## src/hw/twsp_cfg.svh

```systemverilog
// constants and operating summary for the three-wire serial port
// Summary of operation
// - A transfer runs from the rise to the fall of the enable input, and the bus is ignored while it is low.
// - One data pin carries address and write data in and read data out.
// - Incoming bits are taken on the rising shift-clock edge, outgoing bits change on the falling edge.
// - One bit per shift-clock period, grouped into eight-bit units for address and data.
// - Address and write-data bytes arrive least significant bit first.
// - Read data bytes leave on the data pin least significant bit first.
// - The first byte after the enable rises is the address byte, followed by one or more data bytes.
// - The top address bit picks the direction for the whole transfer: 0 reads, 1 writes.
// - The register pointer advances by one after each data byte read or written.
// - The pointer keeps advancing on every byte until the enable falls.
// - A read burst wraps from the highest read address back to the lowest.
// - A write burst wraps from the highest write address back to the lowest.
// - The time snapshot is reloaded from the live counters only when the enable rises.
// - Read and write addresses of a register differ only in the top bit.
`ifndef TWSP_CFG_SVH
`define TWSP_CFG_SVH

// ----------------------------------------
// framing and addressing
// ----------------------------------------
`define TWSP_BYTE_W 8
`define TWSP_BIT_CNT_W 3
`define TWSP_LAST_BIT 3'h7
`define TWSP_DIR_BIT 7
`define TWSP_DIR_WRITE 1'h1
`define TWSP_PTR_W 4
`define TWSP_NREG 16
`define TWSP_TIME_BYTES 8
`define TWSP_SYNC_STAGES 2
`define TWSP_PTR_STEP 4'h1
`define TWSP_BYTE_ZERO 8'h00

`endif

```

## src/hw/twsp_pkg.sv

```systemverilog
// types shared by the three-wire serial port files
`include "twsp_cfg.svh"
package twsp_pkg;

  // ----------------------------------------
  // port state machine
  // ----------------------------------------
  typedef enum logic [1:0] {
    TWSP_IDLE,
    TWSP_ADDR,
    TWSP_READ,
    TWSP_WRITE
  } twsp_state_t;

  // ----------------------------------------
  // register write strobe carried to the core
  // ----------------------------------------
  typedef struct packed {
    logic [`TWSP_PTR_W-1:0] addr;
    logic [`TWSP_BYTE_W-1:0] data;
  } twsp_wr_t;

endpackage

```

## src/hw/twsp_sync.sv

```systemverilog
// two-flop synchroniser for asynchronous pin inputs
`timescale 1ns/10ps
`default_nettype none
`include "twsp_cfg.svh"
module twsp_sync #(
  parameter int WIDTH = 3
) (
  input wire logic clk,
  input wire logic rst,
  input wire logic [WIDTH-1:0] din,
  output logic [WIDTH-1:0] dout
);

  // ----------------------------------------
  // per-bit flop chain
  // ----------------------------------------
  // first stage is read only by the second to keep metastability contained
  genvar g;
  generate
    for (g = 0; g < WIDTH; g = g + 1) begin : gen_bit
      logic [`TWSP_SYNC_STAGES-1:0] chain_reg;
      always_ff @(posedge clk or posedge rst) begin
        if (rst) begin
          chain_reg <= '0;
        end else begin
          chain_reg <= {chain_reg[`TWSP_SYNC_STAGES-2:0], din[g]};
        end
      end
      assign dout[g] = chain_reg[`TWSP_SYNC_STAGES-1];
    end
  endgenerate

endmodule
`default_nettype wire

```

## src/hw/twsp_regmem.sv

```systemverilog
// register store with time snapshot and registered read port
`timescale 1ns/10ps
`default_nettype none
`include "twsp_cfg.svh"
module twsp_regmem #(
  parameter int NREG = `TWSP_NREG,
  parameter int TIME_BYTES = `TWSP_TIME_BYTES
) (
  input wire logic clk,
  input wire logic rst,
  input wire logic snap,
  input wire logic [TIME_BYTES*`TWSP_BYTE_W-1:0] live_time,
  input wire logic wr_en,
  input wire twsp_pkg::twsp_wr_t wr,
  input wire logic [`TWSP_PTR_W-1:0] rd_addr,
  output logic [`TWSP_BYTE_W-1:0] rd_data
);

  logic [`TWSP_BYTE_W-1:0] mem_reg [NREG];

  // ----------------------------------------
  // storage: snapshot load and serial writes
  // ----------------------------------------
  // a write in the snapshot cycle cannot occur: snap only fires as a frame opens
  always_ff @(posedge clk or posedge rst) begin
    if (rst) begin
      for (int i = 0; i < NREG; i++) begin
        mem_reg[i] <= `TWSP_BYTE_ZERO;
      end
    end else if (snap) begin
      for (int i = 0; i < TIME_BYTES; i++) begin
        mem_reg[i] <= live_time[i*`TWSP_BYTE_W +: `TWSP_BYTE_W];
      end
    end else if (wr_en) begin
      mem_reg[wr.addr] <= wr.data;
    end
  end

  // ----------------------------------------
  // read port, one cycle of latency
  // ----------------------------------------
  always_ff @(posedge clk or posedge rst) begin
    if (rst) begin
      rd_data <= `TWSP_BYTE_ZERO;
    end else begin
      rd_data <= mem_reg[rd_addr];
    end
  end

endmodule
`default_nettype wire

```

## src/hw/twsp_port.sv

```systemverilog
// three-wire serial port, slave side, with register store
`timescale 1ns/10ps
`default_nettype none
`include "twsp_cfg.svh"
module twsp_port #(
  parameter int TIME_BYTES = `TWSP_TIME_BYTES
) (
  input wire logic CLOCK,
  input wire logic SYS_RST,
  // pins to and from the bus master
  input wire logic CE_PIN,
  input wire logic SCLK_PIN,
  input wire logic IO_IN,
  output logic IO_OUT,
  output logic IO_OE_N,
  // live time counters and register write strobe to the core
  input wire logic [TIME_BYTES*`TWSP_BYTE_W-1:0] LIVE_TIME,
  output logic WR_VALID,
  output var twsp_pkg::twsp_wr_t WR,
  output logic BUSY
);

  // ----------------------------------------
  // pin synchronisers
  // ----------------------------------------
  logic [2:0] pins_sync;
  logic ce_s;
  logic sclk_s;
  logic io_s;

  twsp_sync #(
    .WIDTH(3)
  ) u_sync (
    .clk(CLOCK),
    .rst(SYS_RST),
    .din({CE_PIN, SCLK_PIN, IO_IN}),
    .dout(pins_sync)
  );

  assign ce_s = pins_sync[2];
  assign sclk_s = pins_sync[1];
  assign io_s = pins_sync[0];

  // ----------------------------------------
  // edge detection on the synchronised pins
  // ----------------------------------------
  logic ce_d_reg;
  logic sclk_d_reg;

  // delayed copies, taken from the synchroniser output only
  always_ff @(posedge CLOCK or posedge SYS_RST) begin
    if (SYS_RST) begin
      ce_d_reg <= 1'h0;
      sclk_d_reg <= 1'h0;
    end else begin
      ce_d_reg <= ce_s;
      sclk_d_reg <= sclk_s;
    end
  end

  logic ce_rise;
  logic ce_fall;
  logic sclk_rise;
  logic sclk_fall;

  assign ce_rise = ce_s & ~ce_d_reg;
  assign ce_fall = ~ce_s & ce_d_reg;
  // shift-clock edges count only inside a frame; outside it the bus is ignored
  assign sclk_rise = ce_s & ce_d_reg & sclk_s & ~sclk_d_reg;
  assign sclk_fall = ce_s & ce_d_reg & ~sclk_s & sclk_d_reg;

  // ----------------------------------------
  // state and datapath registers
  // ----------------------------------------
  twsp_pkg::twsp_state_t state_reg;
  twsp_pkg::twsp_state_t state_next;
  logic [`TWSP_BYTE_W-1:0] in_sh_reg;
  logic [`TWSP_BYTE_W-1:0] in_sh_next;
  logic [`TWSP_BIT_CNT_W-1:0] in_cnt_reg;
  logic [`TWSP_BIT_CNT_W-1:0] in_cnt_next;
  logic [`TWSP_BYTE_W-1:0] out_sh_reg;
  logic [`TWSP_BYTE_W-1:0] out_sh_next;
  logic [`TWSP_BIT_CNT_W-1:0] out_cnt_reg;
  logic [`TWSP_BIT_CNT_W-1:0] out_cnt_next;
  logic [`TWSP_PTR_W-1:0] ptr_reg;
  logic [`TWSP_PTR_W-1:0] ptr_next;
  logic io_out_next;
  logic oe_n_next;
  logic wr_valid_next;
  twsp_pkg::twsp_wr_t wr_next;
  logic [`TWSP_BYTE_W-1:0] rd_data;

  // ----------------------------------------
  // input byte assembly
  // ----------------------------------------
  logic [`TWSP_BYTE_W-1:0] in_byte;
  logic byte_done;

  // new bit enters at the top so the first bit ends in bit 0
  assign in_byte = {io_s, in_sh_reg[`TWSP_BYTE_W-1:1]};
  assign byte_done = sclk_rise && (in_cnt_reg == `TWSP_LAST_BIT);

  // ----------------------------------------
  // address byte decode
  // ----------------------------------------
  logic addr_is_write;
  logic [`TWSP_PTR_W-1:0] addr_index;

  // the top bit is direction; read and write views share the low index
  assign addr_is_write = (in_byte[`TWSP_DIR_BIT] == `TWSP_DIR_WRITE);
  assign addr_index = in_byte[`TWSP_PTR_W-1:0];

  // ----------------------------------------
  // output byte selection
  // ----------------------------------------
  logic out_load;
  logic [`TWSP_BYTE_W-1:0] out_src;
  logic [`TWSP_PTR_W-1:0] ptr_inc;

  // a fresh byte is taken from the store at the first falling edge of each byte
  assign out_load = (out_cnt_reg == '0);
  assign out_src = out_load ? rd_data : out_sh_reg;
  // four-bit pointer rolls over within the sixteen-register window
  assign ptr_inc = ptr_reg + `TWSP_PTR_STEP;

  // ----------------------------------------
  // next-state logic
  // ----------------------------------------
  always_comb begin
    state_next = state_reg;
    in_sh_next = in_sh_reg;
    in_cnt_next = in_cnt_reg;
    out_sh_next = out_sh_reg;
    out_cnt_next = out_cnt_reg;
    ptr_next = ptr_reg;
    io_out_next = IO_OUT;
    oe_n_next = IO_OE_N;
    wr_valid_next = 1'h0;
    wr_next = WR;
    if (!ce_s) begin
      // frame over: release the pin at once, whatever the phase
      state_next = twsp_pkg::TWSP_IDLE;
      oe_n_next = 1'h1;
      io_out_next = 1'h0;
    end else if (ce_rise) begin
      // every frame opens with an address byte
      state_next = twsp_pkg::TWSP_ADDR;
      in_cnt_next = '0;
      out_cnt_next = '0;
      oe_n_next = 1'h1;
    end else begin
      if (sclk_rise) begin
        in_sh_next = in_byte;
        in_cnt_next = in_cnt_reg + 3'h1;
      end
      unique case (state_reg)
        twsp_pkg::TWSP_IDLE: begin
          oe_n_next = 1'h1;
        end
        twsp_pkg::TWSP_ADDR: begin
          if (byte_done) begin
            ptr_next = addr_index;
            state_next = addr_is_write ? twsp_pkg::TWSP_WRITE : twsp_pkg::TWSP_READ;
          end
        end
        twsp_pkg::TWSP_WRITE: begin
          if (byte_done) begin
            wr_valid_next = 1'h1;
            wr_next.addr = ptr_reg;
            wr_next.data = in_byte;
            ptr_next = ptr_inc;
          end
        end
        twsp_pkg::TWSP_READ: begin
          if (sclk_fall) begin
            // drive on the falling edge so the bit is steady at the next rise
            oe_n_next = 1'h0;
            io_out_next = out_src[0];
            out_sh_next = {1'h0, out_src[`TWSP_BYTE_W-1:1]};
            out_cnt_next = out_cnt_reg + 3'h1;
            if (out_load) begin
              ptr_next = ptr_inc;
            end
          end
        end
      endcase
    end
  end

  // ----------------------------------------
  // state registers
  // ----------------------------------------
  always_ff @(posedge CLOCK or posedge SYS_RST) begin
    if (SYS_RST) begin
      state_reg <= twsp_pkg::TWSP_IDLE;
      in_sh_reg <= `TWSP_BYTE_ZERO;
      in_cnt_reg <= '0;
      out_sh_reg <= `TWSP_BYTE_ZERO;
      out_cnt_reg <= '0;
      ptr_reg <= '0;
    end else begin
      state_reg <= state_next;
      in_sh_reg <= in_sh_next;
      in_cnt_reg <= in_cnt_next;
      out_sh_reg <= out_sh_next;
      out_cnt_reg <= out_cnt_next;
      ptr_reg <= ptr_next;
    end
  end

  // ----------------------------------------
  // output registers
  // ----------------------------------------
  // all pins and strobes come straight from flops to avoid glitches
  always_ff @(posedge CLOCK or posedge SYS_RST) begin
    if (SYS_RST) begin
      IO_OUT <= 1'h0;
      IO_OE_N <= 1'h1;
      WR_VALID <= 1'h0;
      WR <= '0;
      BUSY <= 1'h0;
    end else begin
      IO_OUT <= io_out_next;
      IO_OE_N <= oe_n_next;
      WR_VALID <= wr_valid_next;
      WR <= wr_next;
      BUSY <= ce_s;
    end
  end

  // ----------------------------------------
  // register store
  // ----------------------------------------
  // snapshot only at frame start, so a burst reads one frozen time
  twsp_regmem #(
    .NREG(`TWSP_NREG),
    .TIME_BYTES(TIME_BYTES)
  ) u_mem (
    .clk(CLOCK),
    .rst(SYS_RST),
    .snap(ce_rise),
    .live_time(LIVE_TIME),
    .wr_en(wr_valid_next),
    .wr(wr_next),
    .rd_addr(ptr_reg),
    .rd_data(rd_data)
  );

endmodule
`default_nettype wire

```

## config.mk

```make
export PLATFORM = sky130hd
export DESIGN_NAME = twsp_port
export DESIGN_NICKNAME = d
export VERILOG_FILES = /design/src/hw/twsp_pkg.sv /design/src/hw/twsp_sync.sv /design/src/hw/twsp_regmem.sv /design/src/hw/twsp_port.sv
export VERILOG_INCLUDE_DIRS = /design/src /design/src/hw
export SDC_FILE = /design/constraint.sdc
export NUM_CORES = 1
export LEC_CHECK = 0
export BUFFER_PORTS_ARGS = -buffer_cell sky130_fd_sc_hd__buf_2
export CAP_MARGIN = 20
export CELL_PAD_IN_SITES_DETAIL_PLACEMENT = 0
export CELL_PAD_IN_SITES_GLOBAL_PLACEMENT = 1
export CORE_UTILIZATION = 50
export CTS_BUF_LIST = sky130_fd_sc_hd__clkbuf_4 sky130_fd_sc_hd__clkbuf_8
export DETAILED_ROUTE_END_ITERATION = 8
export PLACE_DENSITY_LB_ADDON = 0.1
export SYNTH_ARGS = -nofsm -noshare
export SYNTH_HDL_FRONTEND = slang
export SYNTH_SLANG_ARGS = --single-unit
```

## constraint.sdc

```tcl
create_clock -name CLOCK -period 6.33 [get_ports CLOCK]
set_input_delay 0.633 -clock CLOCK [delete_from_list [all_inputs] [get_ports CLOCK]]
set_output_delay 0.633 -clock CLOCK [all_outputs]
set_load 0.01 [all_outputs]
```

==> summary.md, run 1 <==
| Metric | Value |
|---|---|
| Placeable Area | `0.0167 sq mm` |
| Clock Sinks | `185` |
| Sequential cell area fraction in the yosys report | `0.539` |
| Fraction of registers with async set/reset | `1.00` |
| Clock skew | `0.0172 ns` |
| Leak | `4.63 nW` |
| Post-synthesis cell type count | `52` |
| Syn Inst Count | `653` |
| Crit start category | `register` |
| Clock slew at reported path FFs | `0.09 ns` |
| Post-CTS Hold Buffers | `0` |
| Leading area contributor after synthesis | `dfrtp_1` |
| Flop2flop setup slack | `3.23 ns` |
| Top cell type's share of synthesized area | `0.536` |
| Tightest Pin Transition | `1.07 ns` |
| Maximum VDD drop | `0.148 mV` |
| Die area | `0.0177 sq mm` |
| CTS tree | `yes` |
| Slowest stage cell on the critical path | `dfrtp_1` |
| Synthesized area per cell | `13.1 sq um` |
| Pin count of the biggest net entering global routing | `81` |
| Rel. slew slack | `0.283` |
| Total Wirelength | `21,500 microns` |
| Seq cells post-synth | `185` |
| Clock latency on the worst-skew pair | `0.47 ns` |
| Row cnt | `47` |
| Most frequent cells in the layout | `dfrtp_1 (183), buf_2 (84), mux2_2 (73)` |
| Count of final setup violators | `0` |
| Worst hold path class | `in2async` |
| Maximum clock path buffer count | `2` |
| Vias | `5,810` |
| Commonest non-fill, non-tap cell in the layout | `dfrtp_1` |
| Period minus WS final | `3.10 ns` |
| Share of cells above drive strength 1 | `0.342` |
| Ys Warns | `0` |
| Vias per inst | `6.13` |
| Final-report hold violation count | `0` |
| DRT antenna net count | `0` |
| DP Wirelength | `14,100 microns` |
| Setup TNS | `0 ns` |
| Starting Density | `0.514` |
| Critical Setup Path Class | `reg2reg` |
| Worst-path fanout max | `25` |
| CTS resizes | `0` |
| Fin crit share | `0.489` |
| Hold WS | `0.128 ns` |
| CP arrival | `3.45 ns` |
| Die width | `133 microns` |
| GRT Total Usage | `0.260` |
| Fin nets | `789` |
| Initial DRC Count | `426` |
| Outcome | `finished, final reports clean` |
| Global-route wire length before repair | `34,600 microns` |
| Post-CTS setup buffers | `0` |
| I/O Pins | `85` |
| Synth area leaders | `dfrtp_1 (54%), mux2_2 (9.6%), mux4_2 (8.4%)` |
| Placed standard-cell area | `0.00914 sq mm` |
| Number of flops mapped to enable cells by yosys | `0` |
| Routed WL per cell | `22.7 microns` |
| Finished Cell Area | `0.00956 sq mm` |
| Total power | `0.00232 W` |
| Largest stage delay, worst path | `0.92 ns` |
| Max_cap viols | `0` |
| Layout area overhead | `11.4%` |
| Max reg flops | `128` |
| Vias in the first global route | `5,993` |
| Reg2reg end | `u_mem.mem_reg[77]$_DFFE_PP0P_` |
| Root buffer cell | `clkbuf_8` |
| DR pass1 iterations | `5` |
| Pwr Density | `243 mW/mm^2` |
| Number of diodes | `0` |
| Top delay family on crit path | `simple AND/OR/NAND/NOR gates` |
| GR Overflow Total | `0` |
| RR Startpoint | `ptr_reg[1]$_DFFE_PP0P_` |
| Post-Syn Nets | `727` |
| Max Freq | `0.323 GHz` |
| Port Buffer Count | `84` |
| CP bufs+invs | `1` |
| Final Max Slew Viols | `0` |
| RSZ-0062 raised after global routing | `false` |
| CTS Buf Count | `17` |
| H-tree depth | `4` |
| DRC | `0` |
| Nature of the critical path endpoint | `register` |
| CP cell instances | `buf_4 > nand3b_1 > nor4_2 > nor2_1 > a21o_1` |
| Synthesized area | `0.00859 sq mm` |
| Top_reg_cell synth | `dfrtp_1` |
| Initial antenna violation count | `0` |
| Final GP Congestion | `0.828` |
| DIE HEIGHT | `133 microns` |
| Worst reg-to-reg path cell count | `5` |
| Worst path required time | `6.68 ns` |
[metrics by stage]
stage	util	setup WS (ns)	instances
floorplan	-	0.670	653
global placement	0.547	3.41	915
detailed placement	0.547	3.25	915
CTS	0.571	3.21	947
global route	0.573	3.05	948
finish	0.573	3.23	948
[Yosys cell counts, types with 3 or more instances]
cell / instances
o21ai_0: 11
a21o_1: 16
a22o_1: 17
dfrtp_1: 184
nor3b_1: 3
a221o_1: 48
nand2b_1: 3
or4_1: 3
inv_1: 9
ha_1: 5
nand3_1: 7
mux2_2: 73
buf_1: 6
buf_2: 8
nand2_1: 51
mux2i_1: 9
and2_1: 50
clkbuf_1: 31
mux4_2: 32
nor2b_1: 5
a21oi_1: 9
nor4_1: 3
mux2_1: 3
nor2_2: 9
a22oi_1: 16
nor2_1: 12
[cell families after synthesis]
family	synth area share
mux	0.194
xor+xnor	0.00204
compound gates	0.121
buf+inv	0.0265
simple gates	0.109
flops	0.539
fa+ha+maj	0.00729
[worst register-to-register path, cell delays in order, from the launching register on]
cell and delay (ns):
dfrtp_1 0.92, buf_4 0.47, nand3b_1 0.24, nor4_2 0.79, nor2_1 0.31, a21o_1 0.26
[per-layer routing]
| layer | GRT usage | routed length (microns) | up-vias |
|---|---|---|---|
| met3 | 0.0525 | 1000 | 26 |
| li1 | - | - | 2564 |
| met4 | 0.0754 | 338 | 0 |
| met5 | 0 | 0 | - |
| met1 | 0.368 | 9760 | 3055 |
| met2 | 0.407 | 10400 | 165 |
[cell type report]
cell class                 count  area [sq um]
inverter                       9          38.8
sequential                   185          4630
clock buffer                  21           277
multi-input combinational    412          3730
fill                        1464          7140
timing repair buffer          90           485
clock inverter                11           121
tap                          220           275
[where the power goes]
| group | switching (W) | internal [W] |
|---|---|---|
| clock network | 0.000419 | 0.000380 |
| logic | 0.0000842 | 0.0000945 |
| registers | 0.0000970 | 0.00125 |
[worst max-delay path by stage]
| stage | start | endpoint | slack, ns | depth (start not counted) |
|---|---|---|---|---|
| 2_1_floorplan | SYS_RST | BUSY$_DFF_PP0_ | 0.67 | 1 |
| 3_3_place_gp | ptr_reg[1]$_DFFE_PP0P_ | u_mem.mem_reg[5]$_DFFE_PP0P_ | 3.41 | 5 |
| 3_5_place_dp | ptr_reg[1]$_DFFE_PP0P_ | u_mem.mem_reg[77]$_DFFE_PP0P_ | 3.25 | 5 |
| 4_1_cts | ptr_reg[1]$_DFFE_PP0P_ | u_mem.mem_reg[77]$_DFFE_PP0P_ | 3.21 | 5 |
| 5_1_grt | ptr_reg[1]$_DFFE_PP0P_ | u_mem.mem_reg[72]$_DFFE_PP0P_ | 3.05 | 5 |
| 6_report | ptr_reg[1]$_DFFE_PP0P_ | u_mem.mem_reg[77]$_DFFE_PP0P_ | 3.23 | 5 |
(Power assumes the default switching activity.)
==> run 2: changes to the inputs <==
Settings changed: CORE_UTILIZATION 50 to 45.
Clock period 6.33 ns to 2.8 ns, I/O delays scaled along.
==> run 2 against run 1 <==
Effect of this change: non-clock buffer count increased by 16; clock power increased by 130%; power increased by 130%; wire length increased by 4.0%; critical path depth increased by 2; first-iteration DRC count decreased by 18%; critical endpoint is now u_mem.mem_reg[100]$_DFFE_PP0P_; largest cell class unchanged.
==> summary.md, run 2 (same netlist as run 1, synthesis figures left out) <==
| Metric | Value |
|---|---|
| Worst path required time | `3.19 ns (-3.49 ns)` |
| Final GP Congestion | `0.822 (-0.65%)` |
| Gate power share | `0.078 (about the same)` |
| Maximum clock path buffer count | `2 (unchanged)` |
| Setup TNS | `0 ns (unchanged)` |
| Final Max Slew Viols | `0 (unchanged)` |
| Psw | `0.00140 W (+130%)` |
| Pwr Density | `546 mW/mm^2 (+120%)` |
| Clock Sinks | `185 (unchanged)` |
| Period minus WS final | `2.54 ns (-0.555 ns)` |
| Power Internal | `0.00391 W (+130%)` |
| Commonest non-fill, non-tap cell in the layout | `dfrtp_1` |
| Initial DRC Count | `348 (-18%)` |
| Starting Density | `0.459 (-0.0551)` |
| GRT Total Usage | `0.243 (-0.0173)` |
| Total power | `0.00531 W (+130%)` |
| Clock skew | `0.0196 ns (+0.00242 ns)` |
| Clock latency on the worst-skew pair | `0.47 ns (about the same)` |
| Final-report hold violation count | `0 (unchanged)` |
| Vias per inst | `5.96 (-2.7%)` |
| Post-CTS setup buffers | `0 (unchanged)` |
| DP Wirelength | `14,900 microns (+5.8%)` |
| Nature of the critical path endpoint | `register` |
| DRT antenna net count | `0 (unchanged)` |
| I/O Pins | `85 (unchanged)` |
| Number of diodes | `0 (unchanged)` |
| Finished Cell Area | `0.00973 sq mm (+1.8%)` |
| Routed WL per cell | `22.9 microns (+0.85%)` |
| Initial antenna violation count | `0 (unchanged)` |
| Total Wirelength | `22,400 microns (+4.0%)` |
| Rel. slew slack | `0.302 (+0.0184)` |
| Leak | `4.70 nW (+1.5%)` |
| Layout area overhead | `13.3%` |
| Final worst slack | `0.258 ns (-2.97 ns)` |
| Die area | `0.0196 sq mm (+11%)` |
| Max reg flops | `128 (unchanged)` |
| Worst-path fanout max | `10 (-60%)` |
| Fin nets | `805 (+2.0%)` |
| Critical Setup Path Class | `reg2reg` |
| CTS tree | `yes` |
| Die width | `140 microns (+5.3%)` |
| Net Sw Frac | `0.263 (+0.00469)` |
| CTS Buf Count | `17 (unchanged)` |
| Util after Layout | `0.520 (-0.0524)` |
| Row cnt | `50 (+6.4%)` |
| RSZ-0062 raised after global routing | `false` |
| Tightest Pin Transition | `1.05 ns (-0.0253 ns)` |
| Worst hold path class | `in2reg` |
| Pin count of the biggest net entering global routing | `103 (+27%)` |
| Share of cells above drive strength 1 | `0.351 (+0.00877)` |
| Maximum VDD drop | `0.302 mV (+100%)` |
| Clock power frac | `0.351 (+0.007)` |
| GR Overflow Total | `0 (unchanged)` |
| Max Freq | `0.393 GHz (+22%)` |
| Vias | `5,831 (+0.36%)` |
| Seq pwr share | `0.571 (-0.008)` |
| Crit start category | `register` |
| Fin crit share | `0.908 (+0.419)` |
| Root buffer cell | `clkbuf_8` |
| DRC | `0 (unchanged)` |
| Most frequent cells in the layout | `dfrtp_1 (183), buf_2 (84), mux2_2 (73)` |
| DIE HEIGHT | `140 microns (+5.3%)` |
| Max_cap viols | `0 (unchanged)` |
| H-tree depth | `4 (unchanged)` |
| Placed standard-cell area | `0.00928 sq mm (+1.5%)` |
| Global-route wire length before repair | `35,100 microns (+1.3%)` |
| Vias in the first global route | `5,993 (unchanged)` |
| Clock slew at reported path FFs | `0.10 ns (about the same)` |
| CP arrival | `2.94 ns (-0.51 ns)` |
| Outcome | `finished, final reports clean` |
| Port Buffer Count | `84 (unchanged)` |
| Dpl ws | `0.322 ns (-2.93 ns)` |
| Count of final setup violators | `0 (unchanged)` |
| DR pass1 iterations | `5 (unchanged)` |
| Placeable Area | `0.0187 sq mm (+12%)` |
## run 2: cell types whose count changed in the layout (fill, tap and decap cells not counted), moves of 2 or more
cell	change
clkinvlp_4	+3
buf_4	+11
clkbuf_4	-2
clkinv_2	-3
buf_12	+2
dlygate4sd3_1	+4
## run 2: power groups by stage
stage	clock (W)	sequential, W	combinational (W)
2_1_floorplan	0	0.00293	0.000353
3_3_place_gp	0	0.00308	0.000404
3_5_place_dp	0	0.00308	0.000418
4_1_cts	0.00192	0.00303	0.000424
5_1_grt	0.00203	0.00306	0.000458
6_report	0.00187	0.00303	0.000412
## run 2: path summary, 6_finish.rpt
| path | cells past startpoint | endpoint | slack, ns | from |
|---|---|---|---|---|
| setup / recovery | 7 | u_mem.mem_reg[100]$_DFFE_PP0P_ | 0.26 | in_cnt_reg[0]$_DFFE_PP0P_ |
| max in group asynchronous | 4 | u_mem.mem_reg[30]$_DFFE_PP0P_ | 1.83 | SYS_RST |
| setup reg to reg | 7 | u_mem.mem_reg[100]$_DFFE_PP0P_ | 0.26 | in_cnt_reg[0]$_DFFE_PP0P_ |
| hold / removal | 3 | u_mem.mem_reg[76]$_DFFE_PP0P_ | 0.11 | LIVE_TIME[52] |
| hold reg to reg | 0 | u_sync.gen_bit[0].chain_reg[1]$_DFF_PP0_ | 0.36 | u_sync.gen_bit[0].chain_reg[0]$_DFF_PP0_ |
| min in group asynchronous | 4 | out_cnt_reg[1]$_DFFE_PP0P_ | 0.49 | SYS_RST |
## run 2: cell type report
cell class	instances	area, sq um
multi-input combinational	412	3730
clock buffer	20	275
clock inverter	12	139
sequential	185	4630
inverter	9	37.5
tap	234	293
timing repair buffer	106	621
fill	1618	8970
## run 2: worst max-delay path, cell delays in order, from the launching register on
cell and delay [ns]:
dfrtp_1 0.40, ha_1 0.21, ha_1 0.20, nand2_1 0.30, nor4_1 0.11, buf_4 0.16
a21oi_1 0.79, a221o_1 0.29
## run 2: per-stage QoR
stage                     hold slack, ns  instances
after detailed placement           0.340        942
after floorplan                    0.311        653
after global routing              0.0865        978
after CTS                         0.0840        978
final                              0.107        978
after global placement             0.334        942
## run 2: routing by layer
layer  global-route usage  routed length (microns)  vias up
li1                     -                        -     2601
met1                0.333                     9990     3041
met2                0.392                    11000      165
met3               0.0458                     1010       24
met4               0.0769                      336        0
met5                    0                        0        -
## run 2: what timing repair did
action,CTS,global route
endpoints found under the hold margin,78,0
hold buffers,4,0
gates resized for setup,0,0
